## src/core/decode_consts.svh

```systemverilog
// decode field positions, opcode codes and special register numbers
// assumes inclusion by core design files only
`ifndef DECODE_CONSTS_SVH
`define DECODE_CONSTS_SVH
`define OP_HI 31
`define OP_LO 30
`define OP3_HI 24
`define OP3_LO 19
`define RD_HI 29
`define RD_LO 25
`define SUB_HI 13
`define SUB_LO 5
`define OP2_HI 24
`define OP2_LO 22
`define COND_HI 28
`define COND_LO 25
`define RS1_HI 18
`define RS1_LO 14
`define RS2_HI 4
`define RS2_LO 0
`define IMM_BIT 13
`define SIMM_HI 12
`define ASI_HI 12
`define ASI_LO 5
`define HIC_HI 21
`define HIC_W 22
`define LOW_W 10
`define WORD_W 32
`define SIMM_W 13
`define OP3_TOP_BIT 5
`define STORE_BIT 2
`define FMT3_BIT 1
`define OP_BRANCH_GRP 2'h0
`define OP_ARITH 2'h2
`define OP_MEM 2'h3
`define OP2_UNIMPLEMENTED_FORM 3'h0
`define OP2_ICC 3'h2
`define OP2_SETHIGH 3'h4
`define OP3_JMPL 6'h38
`define OP3_RDASR 6'h28
`define OP3_WRASR 6'h30
`define ALT_SPACE_BIT 4
`define ANC_REG_NUM 5'h11
`define REG_ZERO 5'h0
`define REG_IN7 5'h1f
`define REG_OUT7 5'h0f
`define RET_OFFSET 13'h0008
`endif

```

## src/core/decode_pkg.sv

```systemverilog
// types shared by the decode front end
// assumes the constants header supplies the numeric codes
package decode_pkg;
  typedef enum logic [3:0] {
    br_never, br_eq, br_le, br_lt, br_leu, br_cs, br_neg, br_vs,
    br_always, br_ne, br_gt, br_ge, br_gtu, br_cc, br_pos, br_vc
  } branch_cond_t;
  typedef enum logic [1:0] {grp_global, grp_out, grp_local, grp_in} reg_group_t;
  typedef enum logic [2:0] {
    cls_other, cls_unimplemented_form, cls_branch, cls_sethigh, cls_ret, cls_retl
  } instr_class_t;
endpackage

```

## src/core/reg_group_map.sv

```systemverilog
// maps a 5-bit integer register number onto its window group
// assumes a purely combinational use inside the decoder
`timescale 1ns/10ps
`include "decode_consts.svh"
module reg_group_map (
  input wire logic [4:0] reg_num,
  output decode_pkg::reg_group_t group,
  output logic [2:0] index,
  output logic is_zero
);
  import decode_pkg::*;
  // upper two bits pick globals, outs, locals or ins
  assign group = reg_group_t'(reg_num[4:3]);
  assign index = reg_num[2:0];
  assign is_zero = (reg_num == `REG_ZERO);
endmodule

```

## src/core/risc_format_branch_decoder.sv

```systemverilog
// instruction decode front end: field split, class, branch condition
// assumes one instruction word per cycle from fetch, qualified by instr_valid
`timescale 1ns/10ps
`include "decode_consts.svh"
module risc_format_branch_decoder (
  input wire logic clk,
  input wire logic srst,
  input wire logic instr_valid,
  input wire logic [31:0] instr,
  output logic dec_valid_q,
  output logic [1:0] field1_q,
  output logic [5:0] field2_q,
  output logic [4:0] field3_q,
  output logic [8:0] field4_q,
  output decode_pkg::instr_class_t class_q,
  output decode_pkg::branch_cond_t cond_q,
  output logic branch_annul_q,
  output logic [4:0] rs1_q,
  output logic [4:0] rs2_q,
  output logic [4:0] rd_q,
  output decode_pkg::reg_group_t rs1_group_q,
  output decode_pkg::reg_group_t rs2_group_q,
  output decode_pkg::reg_group_t rd_group_q,
  output logic rs1_zero_q,
  output logic rs2_zero_q,
  output logic rd_write_q,
  output logic use_imm_q,
  output logic [31:0] imm_q,
  output logic alt_space_q,
  output logic [7:0] asi_q,
  output logic asr_access_q,
  output logic asr_illegal_q
);
  import decode_pkg::*;

  // field split in documented matching order
  wire [1:0] f1 = instr[`OP_HI:`OP_LO];
  wire [5:0] f2 = instr[`OP3_HI:`OP3_LO];
  wire [4:0] f3 = instr[`RD_HI:`RD_LO];
  wire [8:0] f4 = instr[`SUB_HI:`SUB_LO];
  wire [2:0] op2 = instr[`OP2_HI:`OP2_LO];
  wire [4:0] rs1 = instr[`RS1_HI:`RS1_LO];
  wire [4:0] rs2 = instr[`RS2_HI:`RS2_LO];
  wire imm_sel = instr[`IMM_BIT];

  // class decode: field 1 first, then field 2, then fields 3 and 4
  wire is_fmt2 = (f1 == `OP_BRANCH_GRP);
  wire is_unimplemented_form = is_fmt2 && (op2 == `OP2_UNIMPLEMENTED_FORM);
  wire is_bicc = is_fmt2 && (op2 == `OP2_ICC);
  wire is_sethi = is_fmt2 && (op2 == `OP2_SETHIGH);
  wire is_jmpl = (f1 == `OP_ARITH) && (f2 == `OP3_JMPL);
  wire jmpl_plus8 = is_jmpl && imm_sel && (f3 == `REG_ZERO)
    && (instr[`SIMM_HI:0] == `RET_OFFSET);
  wire is_ret = jmpl_plus8 && (rs1 == `REG_IN7);
  wire is_retl = jmpl_plus8 && (rs1 == `REG_OUT7);
  wire instr_class_t cls_d = is_unimplemented_form ? cls_unimplemented_form :
    is_bicc ? cls_branch :
    is_sethi ? cls_sethigh :
    is_ret ? cls_ret :
    is_retl ? cls_retl : cls_other;

  // condition code is bits 28-25; bit 29 only annuls, never classifies
  wire branch_cond_t cond_d = branch_cond_t'(instr[`COND_HI:`COND_LO]);

  // immediate: sign-extended 13-bit or set-high constant with zero low part
  wire [31:0] simm_ext = {{(`WORD_W - `SIMM_W){instr[`SIMM_HI]}}, instr[`SIMM_HI:0]};
  wire [31:0] hic_ext = {instr[`HIC_HI:0], {`LOW_W{1'b0}}};
  wire use_imm_d = is_sethi || ((f1[`FMT3_BIT]) && imm_sel);
  wire [31:0] imm_d = is_sethi ? hic_ext : simm_ext;

  // alternate-space memory ops carry asi in bits 12-5 (register form only)
  wire alt_d = (f1 == `OP_MEM) && f2[`ALT_SPACE_BIT]
    && !f2[`OP3_TOP_BIT] && !imm_sel;

  // ancillary state access: only register 17 exists; rs1 0 / rd 0 is y
  wire is_rdasr = (f1 == `OP_ARITH) && (f2 == `OP3_RDASR) && (rs1 != `REG_ZERO);
  wire is_wrasr = (f1 == `OP_ARITH) && (f2 == `OP3_WRASR) && (f3 != `REG_ZERO);
  wire [4:0] asr_num = is_rdasr ? rs1 : f3;
  wire asr_d = (is_rdasr || is_wrasr) && (asr_num == `ANC_REG_NUM);
  wire asr_bad_d = (is_rdasr || is_wrasr) && (asr_num != `ANC_REG_NUM);

  // destination writes: branches, unimplemented_form, stores and r0 never write
  wire writes_d = !is_fmt2 ? (f1 != `OP_MEM || !f2[`STORE_BIT]) : is_sethi;
  wire rd_write_d = writes_d && !is_wrasr && (f3 != `REG_ZERO);

  // register group mapping for the three operand fields
  reg_group_t g_rs1, g_rs2, g_rd;
  logic z_rs1, z_rs2;
  reg_group_map u_map_rs1 (.reg_num(rs1), .group(g_rs1), .index(), .is_zero(z_rs1));
  reg_group_map u_map_rs2 (.reg_num(rs2), .group(g_rs2), .index(), .is_zero(z_rs2));
  reg_group_map u_map_rd (.reg_num(f3), .group(g_rd), .index(), .is_zero());

  // one-stage register of all decode results; fields hold when idle
  always_ff @(posedge clk) begin
    if (srst) begin
      dec_valid_q <= 1'b0;
      field1_q <= 2'h0;
      field2_q <= 6'h00;
      field3_q <= 5'h00;
      field4_q <= 9'h000;
      class_q <= cls_other;
      cond_q <= br_never;
      branch_annul_q <= 1'b0;
      rs1_q <= 5'h00;
      rs2_q <= 5'h00;
      rd_q <= 5'h00;
      rs1_group_q <= grp_global;
      rs2_group_q <= grp_global;
      rd_group_q <= grp_global;
      rs1_zero_q <= 1'b1;
      rs2_zero_q <= 1'b1;
      rd_write_q <= 1'b0;
      use_imm_q <= 1'b0;
      imm_q <= 32'h0000_0000;
      alt_space_q <= 1'b0;
      asi_q <= 8'h00;
      asr_access_q <= 1'b0;
      asr_illegal_q <= 1'b0;
    end else begin
      dec_valid_q <= instr_valid;
      if (instr_valid) begin
        field1_q <= f1;
        field2_q <= f2;
        field3_q <= f3;
        field4_q <= f4;
        class_q <= cls_d;
        cond_q <= is_bicc ? cond_d : br_never;
        branch_annul_q <= is_bicc && instr[`RD_HI];
        rs1_q <= rs1;
        rs2_q <= rs2;
        rd_q <= f3;
        rs1_group_q <= g_rs1;
        rs2_group_q <= g_rs2;
        rd_group_q <= g_rd;
        rs1_zero_q <= z_rs1;
        rs2_zero_q <= z_rs2;
        rd_write_q <= rd_write_d;
        use_imm_q <= use_imm_d;
        imm_q <= imm_d;
        alt_space_q <= alt_d;
        asi_q <= alt_d ? instr[`ASI_HI:`ASI_LO] : 8'h00;
        asr_access_q <= asr_d;
        asr_illegal_q <= asr_bad_d;
      end
    end
  end

  // checks beside the logic
  chk_unimplemented_form_class: assert property (@(posedge clk) disable iff (srst)
    instr_valid && instr[31:30] == 2'h0 && instr[24:22] == 3'h0
    |=> class_q == cls_unimplemented_form)
    else $error("unimplemented form not classified");
  chk_branch_cond: assert property (@(posedge clk) disable iff (srst)
    instr_valid && instr[31:30] == 2'h0 && instr[24:22] == 3'h2
    |=> class_q == cls_branch && cond_q == branch_cond_t'($past(instr[28:25])))
    else $error("branch class or condition wrong");
  chk_cond_codes: assert property (@(posedge clk) disable iff (srst)
    class_q == cls_branch && field3_q[3:0] == 4'h9 |-> cond_q == br_ne)
    else $error("condition code mapping wrong");
  chk_cond_always: assert property (@(posedge clk) disable iff (srst)
    class_q == cls_branch && field3_q[3:0] == 4'h8 |-> cond_q == br_always)
    else $error("branch always mapping wrong");
  chk_fields_split: assert property (@(posedge clk) disable iff (srst)
    instr_valid |=> field4_q == $past(instr[13:5]) && field2_q == $past(instr[24:19]))
    else $error("field split wrong");
  chk_reg_group: assert property (@(posedge clk) disable iff (srst)
    dec_valid_q |-> rs1_group_q == reg_group_t'(rs1_q[4:3]))
    else $error("register group wrong");
  chk_asr_only17: assert property (@(posedge clk) disable iff (srst)
    asr_access_q |-> !asr_illegal_q && (field3_q == 5'h11 || rs1_q == 5'h11))
    else $error("ancillary register other than 17 accepted");
  chk_simm_sign: assert property (@(posedge clk) disable iff (srst)
    instr_valid && instr[31] && instr[13] |=> imm_q[31:12] == {20{imm_q[12]}})
    else $error("immediate not sign extended");
  chk_sethigh_low: assert property (@(posedge clk) disable iff (srst)
    class_q == cls_sethigh |-> imm_q[9:0] == 10'h000 && use_imm_q)
    else $error("set-high low bits not zero");
  chk_rd_zero: assert property (@(posedge clk) disable iff (srst)
    rd_q == 5'h00 |-> !rd_write_q)
    else $error("write to register zero not discarded");
  chk_ret_form: assert property (@(posedge clk) disable iff (srst)
    class_q == cls_ret |-> rs1_q == 5'h1f && rd_q == 5'h00 && imm_q == 32'h0000_0008)
    else $error("return form wrong");
  // word-level checks on the remaining fields and idioms
  chk_fields_upper: assert property (@(posedge clk) disable iff (srst)
    instr_valid |=> field1_q == $past(instr[31:30]) && field3_q == $past(instr[29:25]))
    else $error("upper field split wrong");
  chk_valid_follow: assert property (@(posedge clk) disable iff (srst)
    instr_valid |=> dec_valid_q)
    else $error("accepted word not marked valid");
  chk_annul_bit: assert property (@(posedge clk) disable iff (srst)
    instr_valid && instr[31:30] == 2'h0 && instr[24:22] == 3'h2
    |=> branch_annul_q == $past(instr[29]))
    else $error("annul bit not carried");
  chk_cond_nonbranch: assert property (@(posedge clk) disable iff (srst)
    dec_valid_q && class_q != cls_branch |-> cond_q == br_never)
    else $error("condition shown for a non-branch word");
  chk_rd_group: assert property (@(posedge clk) disable iff (srst)
    dec_valid_q |-> rd_group_q == reg_group_t'(rd_q[4:3])
    && rs2_group_q == reg_group_t'(rs2_q[4:3]))
    else $error("rd or rs2 group wrong");
  chk_simm_value: assert property (@(posedge clk) disable iff (srst)
    instr_valid && instr[31] && instr[13] |=> imm_q[12:0] == $past(instr[12:0]))
    else $error("immediate low bits wrong");
  chk_sethigh_value: assert property (@(posedge clk) disable iff (srst)
    instr_valid && instr[31:30] == 2'h0 && instr[24:22] == 3'h4
    |=> imm_q[31:10] == $past(instr[21:0]))
    else $error("set-high constant not in upper bits");
  chk_asi_present: assert property (@(posedge clk) disable iff (srst)
    dec_valid_q |-> asi_q == (alt_space_q ? field4_q[7:0] : 8'h00))
    else $error("space identifier not presented");
  chk_retl_form: assert property (@(posedge clk) disable iff (srst)
    class_q == cls_retl |-> rs1_q == 5'h0f && rd_q == 5'h00 && imm_q == 32'h0000_0008)
    else $error("leaf return form wrong");
  chk_src_zero: assert property (@(posedge clk) disable iff (srst)
    dec_valid_q |-> rs1_zero_q == (rs1_q == 5'h00) && rs2_zero_q == (rs2_q == 5'h00))
    else $error("register zero flag wrong");
endmodule

```

## config.mk

```make
export PLATFORM = sky130hd
export DESIGN_NAME = risc_format_branch_decoder
export DESIGN_NICKNAME = d
export VERILOG_FILES = /design/src/core/decode_pkg.sv /design/src/core/reg_group_map.sv /design/src/core/risc_format_branch_decoder.sv
export VERILOG_INCLUDE_DIRS = /design/src /design/src/core
export SDC_FILE = /design/constraint.sdc
export NUM_CORES = 1
export LEC_CHECK = 0
export ABC_AREA = 1
export BUFFER_PORTS_ARGS = -buffer_cell sky130_fd_sc_hd__buf_2
export CORE_MARGIN = 1.5
export CORE_UTILIZATION = 44
export DETAILED_ROUTE_END_ITERATION = 10
export PLACE_DENSITY = 0.76
export SETUP_SLACK_MARGIN = 0.15
export SYNTH_ARGS = -nofsm -noshare
export SYNTH_HDL_FRONTEND = slang
export SYNTH_SLANG_ARGS = --single-unit
```

## constraint.sdc

```tcl
create_clock -name clk -period 0.9 [get_ports clk]
set_clock_uncertainty 0.05 [all_clocks]
set_input_delay 0.135 -clock clk [delete_from_list [all_inputs] [get_ports clk]]
set_output_delay 0.135 -clock clk [all_outputs]
set_load 0.1 [all_outputs]
```

==> results.tsv, run 1 <==
metric	value	unit
status	stopped before the end	
failing_step	clock tree synthesis	
error	[ERROR DPL-0038] Utilization greater than 100%, impossible to legalize	
placement_rows	32	
syn_avg_cell_area	7.30	um^2
dieHeight	93.3	um
synth-compound-area-share	0.156	
synth-xor-area-share	0	
gp_congestion	0.955	
htree_num_levels	3	
synthSimpleGateAreaFrac	0.250	
synth_cell_types	26	
synth-adder-area-share	0	
io-pin-count	134	
syn_nets	526	
synth_cells	491	
start_util	0.459	
ys_ff_latch	87	
clockBufferDepth	2	
ctsResizeCount	219	
syn-cell-area	3580	um^2
port_buffers	133	
cts-root-buf	clkbuf_8	
seq_area_frac_synth	0.486	
numCtsBuffers	9	
fp.dieW	93.3	um
dp_cells	751	
dpl.hpwl	10900	um
cts_setup_buffers	43	
dp_slack	-0.484	ns
synth_mux_area_frac	0	
synth_top_family_by_area	simple AND/OR/NAND/NOR gates	
clock_sinks	87	
postCtsHoldBufs	0	
yosysWarnings	0	
==> cell usage after synthesis, drive strengths merged <==
library cell | instances | area, um^2
a211oi | 1 | 7.51
a21oi | 64 | 320
a31oi | 1 | 6.26
buf | 25 | 156
clkbuf | 16 | 85.1
dfxtp | 87 | 1740
inv | 39 | 146
nand2 | 150 | 566
nand3 | 22 | 110
nand4 | 6 | 52.6
nor2 | 35 | 136
nor3 | 5 | 25.0
o2111ai | 1 | 8.76
o21ai | 31 | 155
o221ai | 7 | 61.3
or2 | 1 | 6.26
==> metrics by stage <==
stage	utilization	instance area, um^2	hold slack, ns
2_1_floorplan	-	4240	0.159
3_3_place_gp	0.860	6720	0.365
3_5_place_dp	0.860	6720	0.385
==> cell families after synthesis <==
kind of cell           count (synthesis)
buffers and inverters                 80
flip-flops                            87
AO/OA/AOI/OAI                        105
AND/OR/NAND/NOR                      219
==> run 2, diff against run 1 <==
- CORE_UTILIZATION: 44 -> 30
- PLACE_DENSITY: 0.76 -> default
- PLACE_DENSITY_LB_ADDON: default -> 0.15
- SETUP_SLACK_MARGIN: 0.15 -> default
- clock period: 0.9 -> 1.2 ns (I/O delays scaled with it)
==> results.tsv, run 2 <==
metric	value	unit	change
drc	10		
start_kind	flip-flop		
gp_congestion	0.868		was 0.955
reg.largest.list	imm_q x31, field4_q x9, asi_q x8		
rsz0062_at_grt	false		
clkSlewWorstSetupHoldPaths	0.06	ns	
grt_pass1_vias	3511		
grt_max_degree	50		
port_buffers	133		unchanged
ant_nets	0		
syn_nets	526		unchanged
synth_top_family_by_area	simple AND/OR/NAND/NOR gates		unchanged
ff2ff_path_depth	2		
synth-adder-area-share	0		unchanged
synth.area.top_cells	dfxtp_1 (49%), nand2_1 (16%), a21oi_1 (8.9%)		unchanged
hold_viol	0		
htree_num_levels	3		unchanged
layout_commonest_cell	nand2_1		
crit_slowest_cell	dfxtp_4		
period_minus_slack	1.14	ns	
synth_mux_area_frac	0		unchanged
start_util	0.311		was 0.459
syn_avg_cell_area	7.30	um^2	unchanged
cp_data_required_time	0.97	ns	
drive_above_1_share	0.446		
regMostFlops	imm_q		
firstDrtPassIters	8		
syn-cell-area	3580	um^2	unchanged
fp.dieW	112	um	was 93.3 um
worstMarginPinSlew	0.334	ns	
via_count	3669		
fin_ws	0.0579	ns	
cpPeakStageDelay	0.40	ns	
path_max_fanout	4		
whs_path_depth	3		
dieHeight	112	um	was 93.3 um
synth.top_cell.area_share	0.486		unchanged
yosysMostFrequentCell	nand2_1		unchanged
seq_area_frac_synth	0.486		unchanged
worstSetupEndpointType	output pin		
worst-path-stages	1		
cp_cell_sequence	buf_12		
clock_latency	0.33	ns	
dieArea	12600	um^2	
hp-class	in -> reg		
synth_commonest_cells	nand2_1 (149), dfxtp_1 (87), a21oi_1 (64)		unchanged
synth_cells	491		unchanged
ys_ff_latch	87		unchanged
worst-path-buf-inv	1		
wl_per_cell	14.0	um	
ctsResizeCount	0		was 219
synth-main-ff-cell	dfxtp_1		unchanged
critPathTopFamily	flip-flops		
synth-xor-area-share	0		unchanged
clock_sinks	87		unchanged
yosysTopAreaCell	dfxtp_1		unchanged
synth_cell_types	26		unchanged
vias_per_cell	4.64		
worstSetupPathType	reg -> out		
postCtsHoldBufs	0		unchanged
drv_slew	0		
synthSimpleGateAreaFrac	0.250		unchanged
grt_first_pass_wirelength	17900	um	
drt_wl_total	11000	um	
power_leakage	0.00287	uW	
nets	678		
numCtsBuffers	9		unchanged
grt.overflow.total	0		
setup_viol	0		
dp_slack	-0.169	ns	was -0.484 ns
maxCapViolCount	0		
fillCellCount	1037		
design_area	6510	um^2	
antenna_found_initial	0		
post-route-period-util	0.952		
synth-compound-area-share	0.156		unchanged
status	finished, violations left		was stopped before the end
synth_edf_count	0		unchanged
postPlaceCellArea	6210	um^2	was 6720 um^2
yosysWarnings	0		unchanged
max_freq	876	MHz	
failed_checks	design-rule violations		
area_growth	81.5	%	
track_usage	0.178		
cts-root-buf	clkbuf_16		was clkbuf_8
power.density	1310	nW/um^2	
detail_route.iter0.violations	166		
cts_tree	built		
final_cell_mix	nand2_1 (149), buf_12 (102), dfxtp_2 (76), a21oi_1 (64), buf_4 (46)		
relSlewSlack	0.776		
core	11500	um^2	
clockBufferDepth	2		unchanged
synthArstFlopShare	0		unchanged
cts_setup_buffers	0		was 43
placement_rows	39		was 32
peakVddDrop	0.000737	V	
crit_arrival	0.91	ns	
largest_register_ff_count	31		
io-pin-count	134		unchanged
antenna_cells	0		
dpl.hpwl	8660	um	was 10900 um
run 2: cell counts after synthesis:
Identical to the previous run, type by type.
run 2: power breakdown:
group          leakage, uW  internal (uW)  switching [uW]
sequential        0.000750           3050             177
clock             0.000150           1550            1190
combinational      0.00197            875            1650
run 2: final cells by class:
type	instances	area, um^2	area share
repair buffers	182	2560	0.393
flip-flops and latches	87	1870	0.288
multi-input cells	324	1460	0.224
clock buffers	10	250	0.0385
well taps	143	179	0.0275
inverters	39	146	0.0225
clock inverters	6	45.0	0.00692
run 2: path summary, 6_finish.rpt:
check / slack [ns] / to / from
worst min register to register: 0.43 / field4_q[6]$_SDFFE_PP0P_ / field4_q[6]$_SDFFE_PP0P_
worst max-delay path: 0.06 / field3_q[4] / rd_q[4]$_SDFFE_PP0P_
worst max register to register: 0.43 / asi_q[7]$_SDFFE_PP0P_ / asi_q[7]$_SDFFE_PP0P_
worst min-delay path: 0.07 / imm_q[4]$_SDFFE_PP0P_ / instr[4]
run 2: tightest hold or removal path: stages:
cell and delay, ns:
buf_2 0.11, nand3_1 0.07, a21oi_1 0.05
run 2: through the flow:
step,utilization,total power (uW),TNS [ns],std cells,hold slack [ns]
floorplan,-,4780,0,491,0.214
global placement,0.539,5820,-2.11,775,0.412
detailed placement,0.539,5840,-2.86,775,0.414
CTS,0.565,8610,0,791,0.0602
global route,0.565,8820,0,791,0.0723
finish,0.565,8500,0,791,0.0692
run 2: logic make-up (layout without fill, tap and decap cells):
| logic type | count (synthesis) | after routing |
|---|---|---|
| compound gates | 105 | 105 |
| simple gates | 219 | 219 |
| buf+inv | 80 | 237 |
| flops | 87 | 87 |
run 2: layer usage:
layer	vias to the layer above	track usage	wire length (um)
met3	12	0.0567	818
met5	-	0	0
li1	1879	-	-
met4	0	0.0481	127
met2	104	0.300	5390
met1	1674	0.220	4700
(Power assumes the default switching activity.)
